==> config.mk <==
export PLATFORM = sky130hd
export DESIGN_NAME = gpt_timer
export DESIGN_NICKNAME = d
export VERILOG_FILES = /design/src/common/gpt_pkg.sv /design/src/rtl/gpt_timer.sv
export SDC_FILE = /design/constraint.sdc
export NUM_CORES = 1
export LEC_CHECK = 0
export BUFFER_PORTS_ARGS = -buffer_cell sky130_fd_sc_hd__buf_2
export CORE_ASPECT_RATIO = 0.75
export CORE_MARGIN = 2
export CORE_UTILIZATION = 30
export CTS_CLUSTER_SIZE = 28
export DETAILED_ROUTE_END_ITERATION = 12
export GPL_ROUTABILITY_DRIVEN = 0
export SLEW_MARGIN = 20
export SYNTH_ARGS = -nofsm -noshare
export SYNTH_HDL_FRONTEND = slang
export SYNTH_SLANG_ARGS = --single-unit
==> constraint.sdc <==
create_clock -name core_clk -period 4.4 [get_ports core_clk]
set_clock_uncertainty 0.2 [all_clocks]
set_input_delay 0.44 -clock core_clk [delete_from_list [all_inputs] [get_ports core_clk]]
set_output_delay 0.44 -clock core_clk [all_outputs]
set_load 0.05 [all_outputs]
==> src/common/gpt_pkg.sv <==
// Package for the combined 32-bit general-purpose timer block
package gpt_pkg;
	localparam logic [2:0] CFG_ONESHOT_PERIODIC = 3'h0;
	localparam logic [2:0] CFG_CLOCK = 3'h1;
	localparam logic [15:0] COUNT_RESET = 16'hffff;
	localparam logic [15:0] LOAD_RESET = 16'hffff;
	localparam logic [7:0] PRESCALE_RESET = 8'h00;
	localparam logic [31:0] CLOCK_FIRST_VALUE = 32'h00000001;
	localparam logic [31:0] MATCH_RESET = 32'hffffffff;
	localparam int SLOW_CLOCK_HZ = 32768;
	localparam int TICK_HZ = 1;
	localparam int PRESCALE_EDGES = SLOW_CLOCK_HZ / TICK_HZ;
	localparam logic [1:0] MODE_ONESHOT = 2'h1;
	localparam logic [1:0] MODE_PERIODIC = 2'h2;

	typedef struct packed {
		logic firstEnableSet;
		logic firstEnableClear;
		logic outputTriggerEnable;
		logic firstDebugStall;
		logic secondDebugStall;
		logic clockModeEnable;
	} gpt_ctl_t;

	typedef struct packed {
		logic timeoutRawFlag;
		logic timeoutMaskedFlag;
		logic clockMatchRawFlag;
		logic clockMatchMaskedFlag;
	} gpt_status_t;
endpackage

==> src/rtl/gpt_timer.sv <==
// Combined 32-bit timer: one-shot, periodic and real-time clock counter
// Function
// RULE_01 - Two 16-bit counters combine into one 32-bit timer or clock counter.
// RULE_02 - Conversion triggers of all timer blocks are ORed into one trigger.
// RULE_03 - After reset the block is idle with control state at defaults.
// RULE_04 - Reset sets both counters and both load registers to 0xffff.
// RULE_05 - Reset sets both prescale counters and prescale registers to zero.
// RULE_06 - Config 0 selects one-shot/periodic, config 1 the clock counter.
// RULE_07 - In 32-bit configurations the block acts only as one 32-bit timer.
// RULE_08 - A 32-bit load write splits into first and second load halves.
// RULE_09 - Count read returns second counter high, first counter low.
// RULE_10 - First mode field alone picks one-shot or periodic; second ignored.
// RULE_11 - Enable starts down-count; at zero reload; one-shot stops, clears enable.
// RULE_12 - Zero sets raw time-out flag until cleared; masked flag when unmasked.
// RULE_13 - Trigger pulse on time-out only while output trigger enable is set.
// RULE_14 - Load written while counting is taken next cycle, counting continues.
// RULE_15 - With debug stall set, counting freezes while the processor halts.
// RULE_16 - Clock mode counts up; first selection loads one, enable counts on.
// RULE_17 - Software writes later clock load values to the match register.
// RULE_18 - 32.768 kHz input on even capture pin is divided to 1 Hz.
// RULE_19 - Count equal to match rolls over to zero and keeps counting.
// RULE_20 - Match sets raw and masked flags; match clear bit clears both.
// RULE_21 - Clock mode keeps running during debug halt despite stall bits.
// RULE_22 - Input synchronized; 15-bit prescaler gives tick every 32768 edges.
`timescale 1ns/1ps
`default_nettype none
module gpt_timer #(
	parameter int PRESCALE_EDGES = gpt_pkg::PRESCALE_EDGES
) (
	input wire logic core_clk, // System clock, 100 MHz
	input wire logic resetn, // Asynchronous reset, active low
	input wire logic [2:0] timerConfig, // Configuration value
	input wire logic [1:0] firstModeField, // First counter mode
	input wire logic [1:0] secondModeField, // Second counter mode, unused here
	input wire gpt_pkg::gpt_ctl_t ctl, // Control bits and enable strobes
	input wire logic loadWrite, // Strobe: 32-bit interval load write
	input wire logic [31:0] loadData, // Interval load write data
	input wire logic matchWrite, // Strobe: match register write
	input wire logic [31:0] matchData, // Match register write data
	input wire logic prescaleWrite, // Strobe: prescale register write
	input wire logic [15:0] prescaleData, // Second:first prescale values
	input wire logic timeoutMask, // Time-out mask, 1 passes
	input wire logic clockMatchMask, // Clock match mask, 1 passes
	input wire logic timeoutClear, // Strobe: clear time-out flags
	input wire logic clockMatchClear, // Strobe: clock match clear bit
	input wire logic cpuHalted, // Processor halted by debugger
	input wire logic capturePwmPinIn, // Even capture pin, slow clock
	input wire logic otherTriggers, // Triggers of the other timer blocks
	output logic firstEnableBit, // First counter enable state
	output logic [31:0] countValue, // Combined count read value
	output logic [31:0] intervalLoad, // Combined load read value
	output logic [15:0] prescaleValue, // Prescale registers read value
	output gpt_pkg::gpt_status_t status, // Raw and masked flags
	output logic timerInt, // Interrupt to processor
	output logic convTrigger // Combined trigger to converter
);
	initial begin
		if (PRESCALE_EDGES < 2 || PRESCALE_EDGES > 32768)
			$error("PRESCALE_EDGES out of range");
	end

	localparam int PW = 15;
	localparam logic [PW-1:0] PRESCALE_LAST = PW'(PRESCALE_EDGES - 1);

	typedef enum logic [1:0] {GPT_IDLE, GPT_DOWN, GPT_RTC} gpt_state_t;

	gpt_state_t state_r;
	gpt_state_t state_nxt;
	logic [15:0] firstCount_r;
	logic [15:0] secondCount_r;
	logic [15:0] firstLoad_r;
	logic [15:0] secondLoad_r;
	logic [7:0] firstPrescale_r;
	logic [7:0] secondPrescale_r;
	logic [31:0] match_r;
	logic enable_r;
	logic enable_nxt;
	logic rtcSeen_r;
	logic timeoutRaw_r;
	logic clockRaw_r;
	logic trigger_r;
	logic [1:0] pinSync_r;
	logic pinPrev_r;
	logic [PW-1:0] prescaler_r;
	logic [31:0] count_nxt;

	// Synchroniser and edge counter for the slow input
	wire pinRise = pinSync_r[1] & ~pinPrev_r; // [RULE_22]
	wire prescaleWrap = pinRise && (prescaler_r == PRESCALE_LAST);
	wire secondTick = prescaleWrap; // [RULE_18]

	// Configuration decode; other codes leave the 32-bit counter idle
	wire cfgDown = (timerConfig == gpt_pkg::CFG_ONESHOT_PERIODIC); // [RULE_06]
	wire cfgClock = (timerConfig == gpt_pkg::CFG_CLOCK); // [RULE_06] [RULE_07]
	wire oneShot = (firstModeField == gpt_pkg::MODE_ONESHOT); // [RULE_10]
	wire stalled = cpuHalted && (ctl.firstDebugStall || ctl.secondDebugStall); // [RULE_15]
	wire runStall = stalled && !(cfgClock && ctl.clockModeEnable); // [RULE_21]

	wire [31:0] count32 = {secondCount_r, firstCount_r}; // [RULE_01]
	wire [31:0] load32 = {secondLoad_r, firstLoad_r};
	wire atZero = (count32 == 32'h00000000);
	wire downActive = enable_r && (state_r == GPT_DOWN) && !runStall;
	wire timeoutEvent = downActive && atZero && !loadWrite; // [RULE_11]
	wire rtcActive = enable_r && (state_r == GPT_RTC) && !runStall;
	wire matchEvent = rtcActive && secondTick && (count32 == match_r); // [RULE_19]
	wire enableReq = ctl.firstEnableSet | (enable_r & ~ctl.firstEnableClear);

	always_comb begin
		state_nxt = GPT_IDLE;
		if (cfgDown) begin
			state_nxt = GPT_DOWN;
		end else if (cfgClock) begin
			state_nxt = GPT_RTC;
		end
	end

	// One-shot drops the enable on its time-out
	always_comb begin
		enable_nxt = enableReq;
		if (timeoutEvent && oneShot) begin // [RULE_11]
			enable_nxt = 1'b0;
		end
		if (state_nxt == GPT_IDLE) begin
			enable_nxt = 1'b0;
		end
	end

	// Next count value per mode
	always_comb begin
		count_nxt = count32;
		if (cfgClock && !rtcSeen_r) begin
			count_nxt = gpt_pkg::CLOCK_FIRST_VALUE; // [RULE_16]
		end else if (loadWrite && state_r != GPT_RTC) begin
			count_nxt = loadData; // [RULE_14]
		end else if (timeoutEvent) begin
			count_nxt = load32; // [RULE_11]
		end else if (downActive) begin
			count_nxt = count32 - 32'h00000001;
		end else if (matchEvent) begin
			count_nxt = 32'h00000000; // [RULE_19]
		end else if (rtcActive && secondTick) begin
			count_nxt = count32 + 32'h00000001; // [RULE_16]
		end
	end

	always_ff @(posedge core_clk or negedge resetn) begin
		if (!resetn) begin
			pinSync_r <= 2'h0;
			pinPrev_r <= 1'b0;
			prescaler_r <= '0; // [RULE_05]
		end else begin
			pinSync_r <= {pinSync_r[0], capturePwmPinIn}; // [RULE_22]
			pinPrev_r <= pinSync_r[1];
			if (!(cfgClock && enable_r)) begin
				prescaler_r <= '0;
			end else if (prescaleWrap) begin
				prescaler_r <= '0;
			end else if (pinRise) begin
				prescaler_r <= prescaler_r + PW'(1);
			end
		end
	end

	always_ff @(posedge core_clk or negedge resetn) begin
		if (!resetn) begin
			state_r <= GPT_IDLE; // [RULE_03]
			enable_r <= 1'b0;
			rtcSeen_r <= 1'b0;
			firstCount_r <= gpt_pkg::COUNT_RESET; // [RULE_04]
			secondCount_r <= gpt_pkg::COUNT_RESET;
		end else begin
			state_r <= state_nxt;
			enable_r <= enable_nxt;
			rtcSeen_r <= rtcSeen_r | cfgClock;
			{secondCount_r, firstCount_r} <= count_nxt;
		end
	end

	always_ff @(posedge core_clk or negedge resetn) begin
		if (!resetn) begin
			firstLoad_r <= gpt_pkg::LOAD_RESET; // [RULE_04]
			secondLoad_r <= gpt_pkg::LOAD_RESET;
			firstPrescale_r <= gpt_pkg::PRESCALE_RESET; // [RULE_05]
			secondPrescale_r <= gpt_pkg::PRESCALE_RESET;
			match_r <= gpt_pkg::MATCH_RESET;
		end else begin
			if (loadWrite) begin
				{secondLoad_r, firstLoad_r} <= loadData; // [RULE_08]
			end
			if (prescaleWrite) begin
				{secondPrescale_r, firstPrescale_r} <= prescaleData;
			end
			if (matchWrite) begin
				match_r <= matchData; // [RULE_17]
			end
		end
	end

	// Flags: a set in the same cycle as a clear wins
	always_ff @(posedge core_clk or negedge resetn) begin
		if (!resetn) begin
			timeoutRaw_r <= 1'b0;
			clockRaw_r <= 1'b0;
			trigger_r <= 1'b0;
		end else begin
			timeoutRaw_r <= timeoutEvent | (timeoutRaw_r & ~timeoutClear); // [RULE_12]
			clockRaw_r <= matchEvent | (clockRaw_r & ~clockMatchClear); // [RULE_20]
			trigger_r <= timeoutEvent & ctl.outputTriggerEnable; // [RULE_13]
		end
	end

	assign firstEnableBit = enable_r;
	assign countValue = count32; // [RULE_09]
	assign intervalLoad = load32;
	assign prescaleValue = {secondPrescale_r, firstPrescale_r};
	assign status.timeoutRawFlag = timeoutRaw_r;
	assign status.timeoutMaskedFlag = timeoutRaw_r & timeoutMask; // [RULE_12]
	assign status.clockMatchRawFlag = clockRaw_r;
	assign status.clockMatchMaskedFlag = clockRaw_r & clockMatchMask; // [RULE_20]
	assign timerInt = status.timeoutMaskedFlag | status.clockMatchMaskedFlag;
	assign convTrigger = trigger_r | otherTriggers; // [RULE_02]
endmodule
`default_nettype wire

Yosys cells after proc, flatten, opt, wreduce, memory -nomap -nowiden

Index checks and enable logic that the tools add are counted.

Bits in registers: 137
Bits of input ports: 105
Logic and storage cells: 82

Add/sub/neg operators: 3
Eq/ne operators: 8
Mux-type cells: 13
Bitwise gates (word level): 17
Reduce and logical (&&, ||, !) cells: 25

Operators with widths:

| kind                                                                   | number |
|---|---|
| 32-bit two-way mux                                                     | 6 |
| 15-bit two-way mux                                                     | 3 |
| 32-bit by 1-bit adder with 32-bit output (second input constant)       | 1 |
| 32-bit equality test                                                   | 1 |
| 32-bit zero test                                                       | 1 |
| 32-bit by 1-bit subtractor with 32-bit output (second input constant)  | 1 |
| 1-bit logical AND                                                      | 16 |
| 15-bit by 1-bit adder with 15-bit output (second input constant)       | 1 |
| 15-bit equality test (second input constant)                           | 1 |
| 1-bit bitwise AND                                                      | 7 |
| 1-bit OR                                                               | 6 |
| 6-bit nonzero test                                                     | 1 |
| 2-bit by 1-bit equality test with 1-bit output (second input constant) | 2 |
| 1-bit zero test                                                        | 4 |
| 2-bit two-way mux                                                      | 2 |
| 1-bit inverter                                                         | 4 |
| 3-bit by 1-bit equality test with 1-bit output (second input constant) | 1 |
| 3-bit zero test                                                        | 1 |
| 3-bit != test (second input constant)                                  | 1 |
| 2-bit equality test (second input constant)                            | 1 |
| 2-bit zero test                                                        | 1 |
| 1-bit two-way mux                                                      | 2 |
| 2-bit != test (second input constant)                                  | 1 |
| 1-bit logical OR                                                       | 1 |

Longest topological paths before layout

Depth in word-level cells: 13
Gate-level depth with buffers: 11

Least setup slack after synthesis

OpenSTA, ideal clock, no wires.

Path kind: reg2reg
Start point: register secondCount_r[1]
End point: register firstCount_r[7]
Setup time: 0.094 ns
Data arrival time: 2.541 ns
Data required time: 4.106 ns
Setup slack: 1.565 ns
Stages on the path, launching flop included: 10
Cells stage by stage: dfstp_2 -> clkbuf_1 -> xor2_1 -> nor4_1 -> nand4_1 -> nor3_1 -> clkbuf_1 -> nor2_1 -> a222oi_1 -> o21ai_0

Longest elaborated chain between the ends: 7
Elaborated cells on any way between the ends: 11
Classes of those cells: 1 x eq/ne; 5 x mux; 5 x reduce/logical

Ends and longest elaborated chain:

| item                   | RTL line         | RTL |
|---|---|---|
| from (decl)            | gpt_timer.sv:70  | `logic [15:0] secondCount_r;` |
| from (signal assigned) | gpt_timer.sv:170 | `secondCount_r <= gpt_pkg::COUNT_RESET;` |
| from (signal assigned) | gpt_timer.sv:175 | `{secondCount_r, firstCount_r} <= count_nxt;` |
| 32-bit equality test   | gpt_timer.sv:105 | `wire matchEvent = rtcActive && secondTick && (count32 == match_r);` |
| 1-bit logical AND      | gpt_timer.sv:105 |  |
| 32-bit two-way mux     | gpt_timer.sv:139 | `end else if (matchEvent) begin` |
| 32-bit two-way mux     | gpt_timer.sv:137 | `end else if (downActive) begin` |
| 32-bit two-way mux     | gpt_timer.sv:135 | `end else if (timeoutEvent) begin` |
| 32-bit two-way mux     | gpt_timer.sv:133 | `end else if (loadWrite && state_r != GPT_RTC) begin` |
| 32-bit two-way mux     | gpt_timer.sv:131 | `if (cfgClock && !rtcSeen_r) begin` |
| to (signal assigned)   | gpt_timer.sv:169 | `firstCount_r <= gpt_pkg::COUNT_RESET;` |
| to (signal assigned)   | gpt_timer.sv:175 |  |
| to (decl)              | gpt_timer.sv:69  | `logic [15:0] firstCount_r;` |

Parallel ways exist; a longest one is shown, timed or not.
A chain may end at the register's enable or synchronous reset.

Worst setup path in the final report

Start point: register firstCount_r[0]
End point: register secondCount_r[4]

Longest elaborated chain between the ends: 7
Elaborated cells on any way between the ends: 14
Classes of those cells: 2 x add/sub; 1 x eq/ne; 6 x mux; 5 x reduce/logical

Ends and longest elaborated chain:

| item                                                                             | RTL line |
|---|---|
| 32-bit by 1-bit adder with 32-bit output or 32-bit equality test (tied branches) | gpt_timer.sv:142, gpt_timer.sv:105 |
| 32-bit two-way mux or 1-bit logical AND (tied branches)                          | gpt_timer.sv:141, gpt_timer.sv:105 |
| 32-bit two-way mux                                                               | gpt_timer.sv:139 |
| 32-bit two-way mux                                                               | gpt_timer.sv:137 |
| 32-bit two-way mux                                                               | gpt_timer.sv:135 |
| 32-bit two-way mux                                                               | gpt_timer.sv:133 |
| 32-bit two-way mux                                                               | gpt_timer.sv:131 |

Parallel ways exist; a longest one is shown, timed or not. The select of a mux whose other input is x is not followed.

==> run metrics <==
Min-Delay Path Class=input port to flop; leak pwr=0.00400 uW; most common cell after layout, fill and taps aside=buf_2; Final Slew Violations=0; clock sinks=137; CTS tree=yes; top-area cell type share of the netlist area=0.323; CTS Buf Count=17; # rows=51; vias in the first global route=between 6000 and 7000; outcome=finished, final reports clean; critical path type=flop to flop; Worst Tran Pin Value=0.904 ns; Fillers=2637; DRC errors left=0; Iter 0 DRT Violations=slightly above 600; largest net degree at the start of global routing=76; area delta synth->final=24.6%; clk root buf=clkbuf_16; First-pass DRT Iterations=7; final setup TNS=0 ns; Core Area=25800 um^2; Yosys cell types=70; worst vdd ir=0.243 mV; Post-Route WL=25.6 mm; total track usage=0.187; Max Fclk=between 0.2 and 0.3 GHz; EDFF count, synth=0; most common flop cell mapped by yosys=dfstp_2; Clk Latency, worst-skew pair=0.43 ns; I/O Buffers=~190; cell area after synthesis=7810 um^2; antenna violations before repair=3; ranking of synthesized cells by area=dfstp_2 (32%), dfrtp_1 (13%), mux2_2 (11%); CP endpoint kind=flop; Avg Cell Area, Syn=slightly above 10 um^2; dpl hpwl=19.0 mm; RSZ-0062 raised after global routing=no; post-DR vias/cell=5.32; I/O pins=approximately 190; Post-DRT Antenna Nets=0; commonest non-fill, non-tap cells in the layout=buf_2 (188), dfstp_2 (96), mux2_2 (79), nor2_1 (61), xor2_1 (45); CTS hold repair buffers=6; Initial Util=0.303; fin util=0.377; clk slew on worst S/H paths=0.06 ns; post-synthesis register bit count=between 100 and 150; Nets=approximately 1000; setup bufs post-CTS=0; Critical Path RT=4.55 ns; Vias=6838; H-tree depth=4; Die ar.=approximately 27000 um^2; area of the multi-input gates=3940 um^2; final count of hold timing violations=0; maximum buffer depth of the clock tree=2; Mapped Nets=863; FFs w/ async S/R, synth=1.00; min Tclk post-route=3.60 ns; type of origin of the critical path=flop; wire per inst=19.9 um; crit path max fanout=8; post-route clock period utilization=0.819; YS warnings=0; Post-Syn Instances=between 700 and 800; register area share after synthesis=0.454; layout cells sized above 1=0.462; Slew headroom=0.397; Worst EP arrival=3.75 ns; FF/Latch Area=3550 um^2; final global-route overflow total=0; DIE WIDTH=190 um; Max Cap Viol=0; largest area contributor in the netlist=dfstp_2; Post-CTS Resized=0; Power Density=between 400 and 500 nW/um^2; setup violators final=0; first-pass GRT wire length=38.7 mm; Die Y=144 um
[power breakdown]
group          internal (uW)  switching, uW  leakage (uW)
sequential              1480            244       0.00153
combinational            313            650       0.00218
clock                    897            592      0.000288
[cell families (layout without fill, tap and decap cells)]
kind of cell | Yosys count | in the layout | share of synthesized area
and+or+nand+nor | 260 | 260 | 0.186
AOI/OAI and AO/OA | 141 | 141 | 0.130
DFF | 137 | 137 | 0.454
muxes | 81 | 81 | 0.116
buffers and inverters | 74 | 258 | 0.0421
xor gates and xnor gates | 59 | 59 | 0.0662
adders and majority gates | 3 | 3 | 0.00481
other | 0 | 2 | 0
[cell usage after synthesis (8+ instances only)]
| cell | number |
|---|---|
| a211oi_1 | 10 |
| a21oi_1 | 17 |
| a22oi_1 | 12 |
| a31oi_1 | 13 |
| and3_1 | 8 |
| buf_1 | 9 |
| buf_2 | 8 |
| clkbuf_1 | 35 |
| dfrtp_1 | 41 |
| dfstp_2 | 96 |
| inv_1 | 14 |
| mux2_2 | 79 |
| nand2_1 | 30 |
| nand3_1 | 27 |
| nand4_1 | 15 |
| nor2_1 | 61 |
| nor3_1 | 21 |
| nor4_1 | 31 |
| o21ai_0 | 22 |
| or3_1 | 9 |
| xnor2_1 | 14 |
| xor2_1 | 45 |
[cell type report]
class                   instances  area share
multi-input cells             544       0.405
repair buffers                212       0.118
flip-flops and latches        137       0.365
diodes                          2    0.000515
well taps                     344      0.0443
inverters                      14     0.00540
clock inverters                13      0.0174
clock buffers                  19      0.0445
[worst max-delay path, cell delays in order (launching register included)]
cell and delay (ns):
dfstp_2 0.42, inv_1 0.11, ha_1 0.20, or3b_2 0.49
nand4bb_1 0.57, nor4_4 0.79, or2_1 0.32, a2111oi_0 0.11
a211o_1 0.31
[path summary, 6_finish.rpt]
check | from | to | slack, ns | cells after the start
worst min-delay path | ctl[3] | trigger_r$_DFF_PN0_ | 0.02 | 2
max in group asynchronous | resetn | secondCount_r[0]$_DFFE_PN1P_ | 2.58 | 3
worst min register to register | pinSync_r[0]$_DFF_PN0_ | pinSync_r[1]$_DFF_PN0_ | 0.15 | 0
worst max register to register | firstCount_r[0]$_DFFE_PN1P_ | secondCount_r[4]$_DFFE_PN1P_ | 0.80 | 8
worst max-delay path | firstCount_r[0]$_DFFE_PN1P_ | secondCount_r[4]$_DFFE_PN1P_ | 0.80 | 8
min in group asynchronous | resetn | firstPrescale_r[0]$_DFFE_PN0P_ | 0.41 | 2
[through the flow]
| stage | total power [uW] | setup slack [ns] | area [um^2] | cells | hold WS (ns) |
|---|---|---|---|---|---|
| 6_report | 4180 | 0.796 | 9730 | 1285 | 0.0216 |
| 5_1_grt | 4370 | 0.636 | 9720 | 1283 | 0.0302 |
| 4_1_cts | 4220 | 0.852 | 9720 | 1283 | 0.00500 |
| 3_5_place_dp | 2700 | 0.876 | 9060 | 1245 | 0.139 |
| 3_3_place_gp | 2690 | 0.891 | 9060 | 1245 | 0.139 |
| 2_1_floorplan | 2370 | 1.57 | 7810 | 755 | -0.0556 |
[state kept, by name, indices dropped and copies added (netlist names)]
| name | flops |
|---|---|
| firstLoad_r | 16 |
| pinSync_r | 2 |
| rtcSeen_r | 1 |
| timeoutRaw_r | 1 |
| pinPrev_r | 1 |
| secondCount_r | 16 |
| trigger_r | 1 |
| clockRaw_r | 1 |
| match_r | 32 |
| secondLoad_r | 16 |
| firstCount_r | 16 |
| firstPrescale_r | 8 |
| firstEnableBit | 1 |
| prescaler_r | 15 |
| secondPrescale_r | 8 |
| state_r | 2 |
[layer usage]
layer,GRT usage,part of all wire,up-vias
met1,0.276,0.48,3387
met3,0.0474,0.074,26
met5,0,0.00051,-
met4,0.0571,0.018,2
li1,-,-,3160
met2,0.267,0.42,263
Note: power is estimated with default switching activity, not from simulation.
